==> src/sdd_pkg.sv <==
package sdd_pkg;

	localparam int NCH = 6;
	localparam int FIFO_DEPTH = 16;
	localparam int CIC_W = 18;
	localparam int RES_W = 15;
	localparam int WORD_W = 16;
	localparam int BIT_DIV = 8;
	localparam int DEC_RATIO = 32;
	localparam int OUT_DIV = BIT_DIV * DEC_RATIO;
	localparam logic [2:0] BIT_LAST = 3'(BIT_DIV - 1);
	localparam logic [7:0] PHASE_LAST = 8'(OUT_DIV - 1);
	localparam logic [2:0] DIV_CODE_MAX = 3'h4;
	localparam logic [2:0] DIV_CNT_RST = 3'h0;
	localparam logic [7:0] PHASE_RST = 8'h00;
	localparam logic [CIC_W-1:0] CIC_RST = 18'h00000;
	localparam logic [RES_W-1:0] RES_MAX = 15'h3FFF;
	localparam logic [WORD_W-1:0] SAT_WORD = 16'h7FFF;
	localparam logic DATA_FLAG = 1'b0;
	localparam logic [5:0] GAIN_DB [8] = '{6'h00, 6'h06, 6'h0C, 6'h12, 6'h14, 6'h1A, 6'h20, 6'h26};

	typedef enum {SDD_MODE_CTRL, SDD_MODE_DATA, SDD_MODE_MIXED} sdd_mode_e;

	typedef struct packed
	{
		logic [2:0] chan;
		logic [WORD_W-1:0] word;
	} sdd_sample_s;

endpackage

==> src/sdd_decim_top.sv <==
// Function
// RULE1 - Each channel takes a one-bit modulator sample once every eight device master clock ticks.
// RULE2 - Each decimator delivers one output word every 256 device master clock ticks.
// RULE3 - The decimator is three cascaded 32-tap unit-weight moving sums, a sinc-cubed response.
// RULE4 - Resolution grows from one bit to a 15-bit result word per channel.
// RULE5 - Output words are two's complement, negative inputs giving negative codes.
// RULE6 - In data mode the 15-bit result is shifted left one place with a zero least bit.
// RULE7 - At or above positive full scale the data mode word is 7FFF with its least bit set.
// RULE8 - In mixed mode a 15-bit sample is sent with the top frame bit used as the content flag.
// RULE9 - A 3-bit gain select per channel maps codes 0 to 7 onto 0, 6, 12, 18, 20, 26, 32, 38 dB.
// RULE10 - Six independent channel paths share the device master clock.
// RULE11 - Data mode is selected by config bit zero, mixed mode by bits zero and one together.
// RULE12 - The device master clock is the pin clock divided by a programmable ratio.
// RULE13 - All channel words are latched together once per decimation period as a sample event.
// RULE14 - Filter stages are wide enough to hold the full gain of 32768 without overflow.
`timescale 1ns/100ps
module sdd_decim_top (
	input wire logic i_clk,
	input wire logic i_rst,
	input wire logic i_ce,
	input wire logic [2:0] i_mclk_div_code,
	input wire logic i_cfg_data_sel,
	input wire logic i_cfg_mixed_sel,
	input wire logic [sdd_pkg::NCH-1:0][2:0] i_gain_sel,
	input wire logic [sdd_pkg::NCH-1:0] i_mod_bit,
	output logic o_mod_strobe,
	output logic [sdd_pkg::NCH-1:0][5:0] o_gain_db,
	output logic o_sample_event,
	output logic o_overrun,
	output logic o_sample_valid,
	input wire logic i_sample_ready,
	output sdd_pkg::sdd_sample_s o_sample
);
	localparam int NCH = sdd_pkg::NCH;
	localparam int W = sdd_pkg::CIC_W;

	logic [2:0] div_cnt_reg;
	logic [7:0] phase_reg;
	logic [NCH-1:0] sync1_reg;
	logic [NCH-1:0] sync2_reg;
	logic [NCH-1:0] sync3_reg;
	logic [NCH-1:0] stable_reg;
	logic mod_strobe_reg;
	logic sample_event_reg;
	logic overrun_reg;
	logic [NCH-1:0][5:0] gain_db_reg;
	sdd_pkg::sdd_sample_s word_reg [NCH];
	logic pend_reg;
	logic [2:0] push_idx_reg;
	logic [NCH-1:0] sat_pos;
	logic [NCH-1:0] neg_res;
	logic fifo_in_ready;

	wire [2:0] div_last = (i_mclk_div_code <= sdd_pkg::DIV_CODE_MAX) ? i_mclk_div_code : 3'h0;
	wire dm_tick = (div_cnt_reg >= div_last); // RULE12
	wire bit_tick = dm_tick && (phase_reg[2:0] == sdd_pkg::BIT_LAST); // RULE1
	wire out_event = dm_tick && (phase_reg == sdd_pkg::PHASE_LAST); // RULE2
	wire [NCH-1:0] stable_next = (sync2_reg & sync3_reg) | (stable_reg & (sync2_reg | sync3_reg));
	wire push_last = (push_idx_reg == 3'(NCH - 1));
	wire push_take = pend_reg && fifo_in_ready;
	sdd_pkg::sdd_mode_e mode;
	assign mode = !i_cfg_data_sel ? sdd_pkg::SDD_MODE_CTRL
		: i_cfg_mixed_sel ? sdd_pkg::SDD_MODE_MIXED : sdd_pkg::SDD_MODE_DATA; // RULE11

	assign o_mod_strobe = mod_strobe_reg;
	assign o_sample_event = sample_event_reg;
	assign o_overrun = overrun_reg;
	assign o_gain_db = gain_db_reg;

	always_ff @(posedge i_clk)
	begin
		if (i_rst)
		begin
			div_cnt_reg <= sdd_pkg::DIV_CNT_RST;
			phase_reg <= sdd_pkg::PHASE_RST;
			mod_strobe_reg <= 1'b0;
			sample_event_reg <= 1'b0;
		end
		else if (i_ce)
		begin
			div_cnt_reg <= dm_tick ? sdd_pkg::DIV_CNT_RST : div_cnt_reg + 3'h1; // RULE12
			if (dm_tick)
				phase_reg <= phase_reg + 8'h01;
			mod_strobe_reg <= bit_tick; // RULE1
			sample_event_reg <= out_event; // RULE13
		end
	end

	always_ff @(posedge i_clk)
	begin
		if (i_rst)
		begin
			sync1_reg <= '0;
			sync2_reg <= '0;
			sync3_reg <= '0;
			stable_reg <= '0;
		end
		else if (i_ce)
		begin
			sync1_reg <= i_mod_bit;
			sync2_reg <= sync1_reg;
			sync3_reg <= sync2_reg;
			stable_reg <= stable_next;
		end
	end

	for (genvar ch = 0; ch < NCH; ch++)
	begin : g_chan // RULE10
		logic signed [W-1:0] int1_reg;
		logic signed [W-1:0] int2_reg;
		logic signed [W-1:0] int3_reg;
		logic signed [W-1:0] dly1_reg;
		logic signed [W-1:0] dly2_reg;
		logic signed [W-1:0] dly3_reg;
		wire signed [W-1:0] x_in = stable_reg[ch] ? 18'sh00001 : -18'sh00001; // RULE5
		wire signed [W-1:0] comb1 = int3_reg - dly1_reg; // RULE3
		wire signed [W-1:0] comb2 = comb1 - dly2_reg;
		wire signed [W-1:0] comb3 = comb2 - dly3_reg;
		wire signed [W-1:0] half = comb3 >>> 1; // RULE4
		wire [sdd_pkg::RES_W-1:0] res15 = sat_pos[ch] ? sdd_pkg::RES_MAX : half[sdd_pkg::RES_W-1:0];
		wire [sdd_pkg::WORD_W-1:0] data_word = sat_pos[ch] ? sdd_pkg::SAT_WORD : {res15, 1'b0};
		wire [sdd_pkg::WORD_W-1:0] mixed_word = {sdd_pkg::DATA_FLAG, res15}; // RULE8
		assign sat_pos[ch] = !half[W-1] && (half[W-2:sdd_pkg::RES_W-1] != '0); // RULE7
		assign neg_res[ch] = half[W-1];

		always_ff @(posedge i_clk)
		begin
			if (i_rst)
			begin
				int1_reg <= sdd_pkg::CIC_RST;
				int2_reg <= sdd_pkg::CIC_RST;
				int3_reg <= sdd_pkg::CIC_RST;
				dly1_reg <= sdd_pkg::CIC_RST;
				dly2_reg <= sdd_pkg::CIC_RST;
				dly3_reg <= sdd_pkg::CIC_RST;
				word_reg[ch] <= '0;
				gain_db_reg[ch] <= sdd_pkg::GAIN_DB[0];
			end
			else if (i_ce)
			begin
				gain_db_reg[ch] <= sdd_pkg::GAIN_DB[i_gain_sel[ch]]; // RULE9
				if (bit_tick)
				begin
					int1_reg <= int1_reg + x_in; // RULE14
					int2_reg <= int2_reg + int1_reg;
					int3_reg <= int3_reg + int2_reg;
				end
				if (out_event)
				begin
					dly1_reg <= int3_reg;
					dly2_reg <= comb1;
					dly3_reg <= comb2;
					word_reg[ch].chan <= 3'(ch);
					word_reg[ch].word <= (mode == sdd_pkg::SDD_MODE_MIXED) ? mixed_word : data_word; // RULE6
				end
			end
		end
	end

	always_ff @(posedge i_clk)
	begin
		if (i_rst)
		begin
			pend_reg <= 1'b0;
			push_idx_reg <= 3'h0;
			overrun_reg <= 1'b0;
		end
		else if (i_ce)
		begin
			overrun_reg <= out_event && pend_reg && !(push_take && push_last);
			if (out_event && (mode != sdd_pkg::SDD_MODE_CTRL))
			begin
				pend_reg <= 1'b1; // RULE13
				push_idx_reg <= 3'h0;
			end
			else if (push_take)
			begin
				pend_reg <= !push_last;
				push_idx_reg <= push_last ? 3'h0 : push_idx_reg + 3'h1;
			end
		end
	end

	sdd_fifo #(
		.WIDTH($bits(sdd_pkg::sdd_sample_s)),
		.DEPTH(sdd_pkg::FIFO_DEPTH)
	) u_fifo (
		.i_clk(i_clk),
		.i_rst(i_rst),
		.i_ce(i_ce),
		.i_valid(pend_reg),
		.o_ready(fifo_in_ready),
		.i_data(word_reg[push_idx_reg]),
		.o_valid(o_sample_valid),
		.i_ready(i_sample_ready),
		.o_data(o_sample)
	);

	a_mod_strobe_pace: assert property (@(posedge i_clk) disable iff (i_rst) // RULE1
		(i_ce && bit_tick) |=> (o_mod_strobe && phase_reg[2:0] == 3'h0))
		else $error("modulator strobe not after bit tick");

	a_event_on_bit: assert property (@(posedge i_clk) disable iff (i_rst) // RULE2
		o_sample_event |-> (o_mod_strobe && phase_reg == 8'h00))
		else $error("output event off the bit grid");

	a_event_latch: assert property (@(posedge i_clk) disable iff (i_rst) // RULE13
		(i_ce && out_event && mode != sdd_pkg::SDD_MODE_CTRL) |=> (o_sample_event && pend_reg
		&& push_idx_reg == 3'h0))
		else $error("sample event not raised");

	a_gain_map: assert property (@(posedge i_clk) disable iff (i_rst) // RULE9
		(i_ce && i_gain_sel[0] == 3'h4) |=> (o_gain_db[0] == 6'h14))
		else $error("gain code four not 20 dB");

	a_data_lsb_zero: assert property (@(posedge i_clk) disable iff (i_rst) // RULE6
		(i_ce && out_event && mode == sdd_pkg::SDD_MODE_DATA && !sat_pos[1])
		|=> (word_reg[1].word[0] == 1'b0))
		else $error("data word least bit not zero");

	a_data_saturate: assert property (@(posedge i_clk) disable iff (i_rst) // RULE7
		(i_ce && out_event && mode == sdd_pkg::SDD_MODE_DATA && sat_pos[2])
		|=> (word_reg[2].word == 16'h7FFF))
		else $error("full scale word not 7FFF");

	a_mixed_flag: assert property (@(posedge i_clk) disable iff (i_rst) // RULE8
		(i_ce && out_event && mode == sdd_pkg::SDD_MODE_MIXED) |=> (word_reg[3].word[15] == 1'b0))
		else $error("mixed word flag not data");

	a_sign_code: assert property (@(posedge i_clk) disable iff (i_rst) // RULE5
		(i_ce && out_event && mode == sdd_pkg::SDD_MODE_DATA && neg_res[4])
		|=> (word_reg[4].word[15] == 1'b1))
		else $error("negative result not negative code");

	a_push_stall: assert property (@(posedge i_clk) disable iff (i_rst) // RULE13
		(i_ce && pend_reg && !fifo_in_ready && !out_event) |=> (pend_reg
		&& push_idx_reg == $past(push_idx_reg)))
		else $error("push advanced while fifo full");

	a_div_ratio: assert property (@(posedge i_clk) disable iff (i_rst) // RULE12
		(i_ce && dm_tick && i_mclk_div_code == 3'h1 && $stable(i_mclk_div_code) && i_ce)
		|=> (!i_ce || !dm_tick))
		else $error("divide by two ticked twice");

	a_strobe_pulse: assert property (@(posedge i_clk) disable iff (i_rst) // RULE1
		(i_ce && o_mod_strobe)
		|=> !o_mod_strobe)
		else $error("modulator strobe longer than one cycle");

	a_event_pulse: assert property (@(posedge i_clk) disable iff (i_rst) // RULE2
		(i_ce && o_sample_event)
		|=> !o_sample_event)
		else $error("sample event longer than one cycle");

	a_phase_step: assert property (@(posedge i_clk) disable iff (i_rst) // RULE2
		(i_ce && dm_tick)
		|=> (phase_reg == $past(phase_reg) + 8'h01))
		else $error("phase did not step on device tick");

	a_phase_hold: assert property (@(posedge i_clk) disable iff (i_rst) // RULE12
		(i_ce && !dm_tick)
		|=> (phase_reg == $past(phase_reg)))
		else $error("phase moved between device ticks");

	a_div_count: assert property (@(posedge i_clk) disable iff (i_rst) // RULE12
		(i_ce && !dm_tick)
		|=> (div_cnt_reg == $past(div_cnt_reg) + 3'h1))
		else $error("divider count did not advance");

	a_ce_freeze: assert property (@(posedge i_clk) disable iff (i_rst) // RULE12
		!i_ce |=> (phase_reg == $past(phase_reg) && div_cnt_reg == $past(div_cnt_reg)
		&& o_sample_event == $past(o_sample_event)))
		else $error("state moved while clock enable low");

	a_overrun_cause: assert property (@(posedge i_clk) disable iff (i_rst) // RULE13
		(i_ce && out_event && pend_reg && !fifo_in_ready)
		|=> o_overrun)
		else $error("overrun not flagged");

	a_ctrl_no_push: assert property (@(posedge i_clk) disable iff (i_rst) // RULE11
		(i_ce && mode == sdd_pkg::SDD_MODE_CTRL && !pend_reg)
		|=> !pend_reg)
		else $error("control mode started a push");

	a_chan_order: assert property (@(posedge i_clk) disable iff (i_rst) // RULE13
		(i_ce && push_take && !out_event && !push_last)
		|=> (push_idx_reg == $past(push_idx_reg) + 3'h1))
		else $error("channel push order broken");

	a_gain_top: assert property (@(posedge i_clk) disable iff (i_rst) // RULE9
		(i_ce && i_gain_sel[5] == 3'h7)
		|=> (o_gain_db[5] == 6'h26))
		else $error("gain code seven not 38 dB");

	a_mixed_sat: assert property (@(posedge i_clk) disable iff (i_rst) // RULE8
		(i_ce && out_event && mode == sdd_pkg::SDD_MODE_MIXED && sat_pos[0])
		|=> (word_reg[0].word == 16'h3FFF))
		else $error("mixed full scale word not 3FFF");

	a_valid_hold: assert property (@(posedge i_clk) disable iff (i_rst) // RULE13
		(i_ce && o_sample_valid && !i_sample_ready)
		|=> (o_sample_valid && $stable(o_sample)))
		else $error("sample dropped while consumer stalled");

endmodule // sdd_decim_top

==> src/sdd_fifo.sv <==
`timescale 1ns/100ps
module sdd_fifo #(
	parameter int WIDTH = 19,
	parameter int DEPTH = 16
) (
	input wire logic i_clk,
	input wire logic i_rst,
	input wire logic i_ce,
	input wire logic i_valid,
	output logic o_ready,
	input wire logic [WIDTH-1:0] i_data,
	output logic o_valid,
	input wire logic i_ready,
	output logic [WIDTH-1:0] o_data
);
	localparam int AW = $clog2(DEPTH);

	logic [WIDTH-1:0] mem [DEPTH];
	logic [AW:0] wr_ptr_reg;
	logic [AW:0] rd_ptr_reg;
	logic out_valid_reg;
	logic [WIDTH-1:0] out_data_reg;
	wire full = (wr_ptr_reg[AW] != rd_ptr_reg[AW]) && (wr_ptr_reg[AW-1:0] == rd_ptr_reg[AW-1:0]);
	wire empty = (wr_ptr_reg == rd_ptr_reg);
	wire do_wr = i_ce && i_valid && !full;
	wire do_rd = i_ce && !empty && (!out_valid_reg || i_ready);

	assign o_ready = !full;
	assign o_valid = out_valid_reg;
	assign o_data = out_data_reg;

	always_ff @(posedge i_clk)
	begin
		if (do_wr)
		begin
			mem[wr_ptr_reg[AW-1:0]] <= i_data;
		end
	end

	always_ff @(posedge i_clk)
	begin
		if (i_rst)
		begin
			wr_ptr_reg <= '0;
			rd_ptr_reg <= '0;
			out_valid_reg <= 1'b0;
			out_data_reg <= '0;
		end
		else if (i_ce)
		begin
			if (do_wr)
				wr_ptr_reg <= wr_ptr_reg + 1'b1;
			if (do_rd)
			begin
				rd_ptr_reg <= rd_ptr_reg + 1'b1;
				out_data_reg <= mem[rd_ptr_reg[AW-1:0]];
				out_valid_reg <= 1'b1;
			end
			else if (i_ready)
				out_valid_reg <= 1'b0;
		end
	end

endmodule // sdd_fifo

==> config.mk <==
export PLATFORM = sky130hd
export DESIGN_NAME = sdd_decim_top
export DESIGN_NICKNAME = d
export VERILOG_FILES = /design/src/sdd_pkg.sv /design/src/sdd_decim_top.sv /design/src/sdd_fifo.sv
export SDC_FILE = /design/constraint.sdc
export NUM_CORES = 2
export LEC_CHECK = 0
export ABC_CLOCK_PERIOD_IN_PS = 13200
export BUFFER_PORTS_ARGS = -buffer_cell sky130_fd_sc_hd__clkbuf_2
export CAP_MARGIN = 15
export CELL_PAD_IN_SITES_DETAIL_PLACEMENT = 0
export CELL_PAD_IN_SITES_GLOBAL_PLACEMENT = 1
export CORE_ASPECT_RATIO = 0.5
export CORE_MARGIN = 2
export CORE_UTILIZATION = 54
export DETAILED_ROUTE_END_ITERATION = 6
export PLACE_DENSITY_LB_ADDON = 0.25
export SKIP_LAST_GASP = 1
export SLEW_MARGIN = 20
export SYNTH_ARGS = -nofsm -noshare
export SYNTH_HDL_FRONTEND = slang
export SYNTH_HIERARCHICAL = 1
export SYNTH_SLANG_ARGS = --single-unit
==> constraint.sdc <==
create_clock -name i_clk -period 13.2 [get_ports i_clk]
set_input_delay 1.32 -clock i_clk [delete_from_list [all_inputs] [get_ports i_clk]]
set_output_delay 1.32 -clock i_clk [all_outputs]
set_load 0.02 [all_outputs]
==> impl_metrics.toml <==
[run_status]
status = "finished, final reports clean"

[finish]
final_area_um2 = 74800
fin_cells = 9571
final_common_cell = "nand2_1"
nets = 8483
largest_register_ff_count = 304
final_cell_mix = "nand2_1, a21oi_1, dfxtp_1"
syn_to_final_growth_pct = 8.35
drive_gt1_share_pct = 6.52

[routing]
via_per_inst = 5.50
drcViolationCount = 0
drt_wl_total_mm = 151
avgRoutedWirePerCell_um = 15.7
ant_nets = 0
num_vias = 52600
drt_first_pass_iters = 6
initialDrtViolationCount = 3231

[power]
cellPowerDensity_nw_per_um2 = 96.5
total_power_uw = 7220
pwr-share-seq_pct = 51.2
internal_power_uw = 5630
peakVddDrop_mv = 0.109
swShare_pct = 22.0
power_frac_comb_pct = 2.0
switchingPower_uw = 1590
p_leak_uw = 0.0291
p_clk_share_pct = 46.8

[global_routing]
grt.total_usage_pct = 22.8
grt_pass1_vias = 49800
grt.overflow.total = 0
grt_max_degree = 200
grt_pass1_wl_mm = 250
antenna_found_initial = 6

[logic_synthesis]
avgSynthCellArea_um2 = 8.80
async_flop_share_pct = 0
synth_warnings = 6
syn_area_um2 = 69000
netlist_instances = 7843
synth_seq_cells = 1155
synth_cell_types = 83
synth-seq-area-share_pct = 39.3
synth_edf_count = 401
ys.flop_type = "dfxtp_1"

[cts]
cts_sinks = 1155
cts_hold_buf = 0
cts_resized = 0
path_clk_slew_ns = 0.07
clkLatencyLatePin_ns = 0.74
cts_max_level = 3
cts_inserted_buffers = 106
postCtsSetupBuffers = 0
cts.path.max_buffers = 3
cts_root_buf = "clkbuf_16"
cts_tree = "done"

[sta]
hold_viol = 0
setup_ws_ns = 6.86
setup_violations = 0
slew_violations = 0
clock_skew_ns = 0.0327
rsz0062_at_grt = "false"
period_needed_ns = 6.34
period_share_pct = 48.0
worstMarginPinSlew_ns = 1.15
fmax_ghz = 0.158
setup_tns_ns = 0
max_slew_margin_pct = 23.2

[critical_path]
rr_endpoint = "word_reg[5][9]"
cp_data_required_time_ns = 13.77
critPathArrivalTime_ns = 6.91
worstSetupStartpoint = "g_chan[5].int3_reg[0]"
critical-path-max-stage-delay_ns = 0.60
slowest_stage = "o41ai_1"
reg2regPathDepth = 30
critPathLaunchType = "flop"
critPathCaptureType = "flop"
r2r_slack_ns = 6.86
critPathMaxFanout = 14
r2r_start = "g_chan[5].int3_reg[0]"
critPathKind = "reg -> reg"

[worst_hold_path]
hold_class = "reg -> reg"
hp-start = "g_chan[1].dly1_reg[7]"
whs_endpoint = "g_chan[1].dly1_reg[7]"
holdPathStages = 2

[floorplanning]
fp.dieArea_um2 = 131000
initial_core_util_pct = 54.6
core_um2 = 126000
die_w_um = 510
io_pins = 92
rows = 92
die_y_um = 257

[placed_design]
placement.io_buffers = 85
dpl.hpwl_mm = 101
place.gp.congestion = 0.832
pre_cts_slack_ns = 6.88
dpl.cell_count = 9369
place_area_um2 = 71000

[job]
maxCapViolCount = 0
final cells by class:
type | instances | area, µm²
Fill cell | 11300 | 51600
Multi-Input combinational cell | 5878 | 38900
Sequential cell | 1155 | 27100
Clock buffer | 144 | 2980
Tap cell | 1692 | 2120
Inverter | 493 | 1850
Timing Repair Buffer | 151 | 983
Clock inverter | 57 | 828
Antenna cell | 1 | 2.50
cells by family after synthesis:
| group | share of synthesized area [%] |
|---|---|
| adder cells (fa/ha/maj) | 12.4 |
| XOR/XNOR | 6.59 |
| buffers and inverters | 4.54 |
| multiplexers | 4.28 |
| flip-flops | 39.3 |
| AO/OA/AOI/OAI | 17.8 |
| AND/OR/NAND/NOR | 15.0 |
| other | 0.00543 |
metrics by stage:
stage          utilization [%]  hold WS, ns
2_1_floorplan                -        0.432
3_3_place_gp              56.1        0.439
3_5_place_dp              56.1        0.446
4_1_cts                   59.2        0.455
5_1_grt                   59.2        0.470
6_report                  59.2        0.453
how the worst max path moves through the flow:
| stage | end | slack, ns |
|---|---|---|
| after detailed placement | word_reg[3][2] | 6.88 |
| final | word_reg[5][9] | 6.86 |
| after CTS | word_reg[3][11] | 6.88 |
| after global placement | word_reg[5][2] | 7.02 |
| after floorplan | word_reg[3][10] | 7.55 |
| after global routing | word_reg[3][9] | 6.20 |
synthesized netlist by cell type, types with 78 or more instances:
cell,number,area [µm²]
clkbuf_1,269,1010
edfxtp_1,401,12000
nor2_1,532,2000
dfxtp_1,754,15100
ha_1,629,7870
nand3_1,120,601
nand2_1,1265,4750
xor2_1,157,1380
o21ai_0,338,1690
xnor2_1,358,3140
nor3_1,141,706
o21bai_1,78,586
a21o_1,178,1340
a211oi_1,133,998
a21oi_1,1037,5190
nor2b_1,104,651
inv_1,492,1850
power groups by stage:
stage	Combinational [µW]	Clock [µW]	Sequential, µW
6_report	148	3380	3690
5_1_grt	162	3600	3690
4_1_cts	148	3460	3690
3_5_place_dp	148	0	3770
3_3_place_gp	146	0	3770
2_1_floorplan	87.0	0	3780
critical path, delay by kind of cell (launching register included):
family | cells | cell delay, ns
AO/OA/AOI/OAI | 19 | 3.57
flip-flops | 1 | 0.34
buffers and inverters | 2 | 0.12
AND/OR/NAND/NOR | 3 | 0.55
XOR/XNOR | 2 | 0.37
adder cells (fa/ha/maj) | 4 | 1.21
routing by layer:
layer / GRT usage [%] / vias to the layer above / share of wire (%)
met5: 0 / - / 0.013
met4: 3.92 / 2 / 1.3
met3: 4.39 / 151 / 5.4
met2: 36.4 / 830 / 44
met1: 32.5 / 24400 / 49
li1: - / 27300 / -
Power figures use the tool's default switching activity.
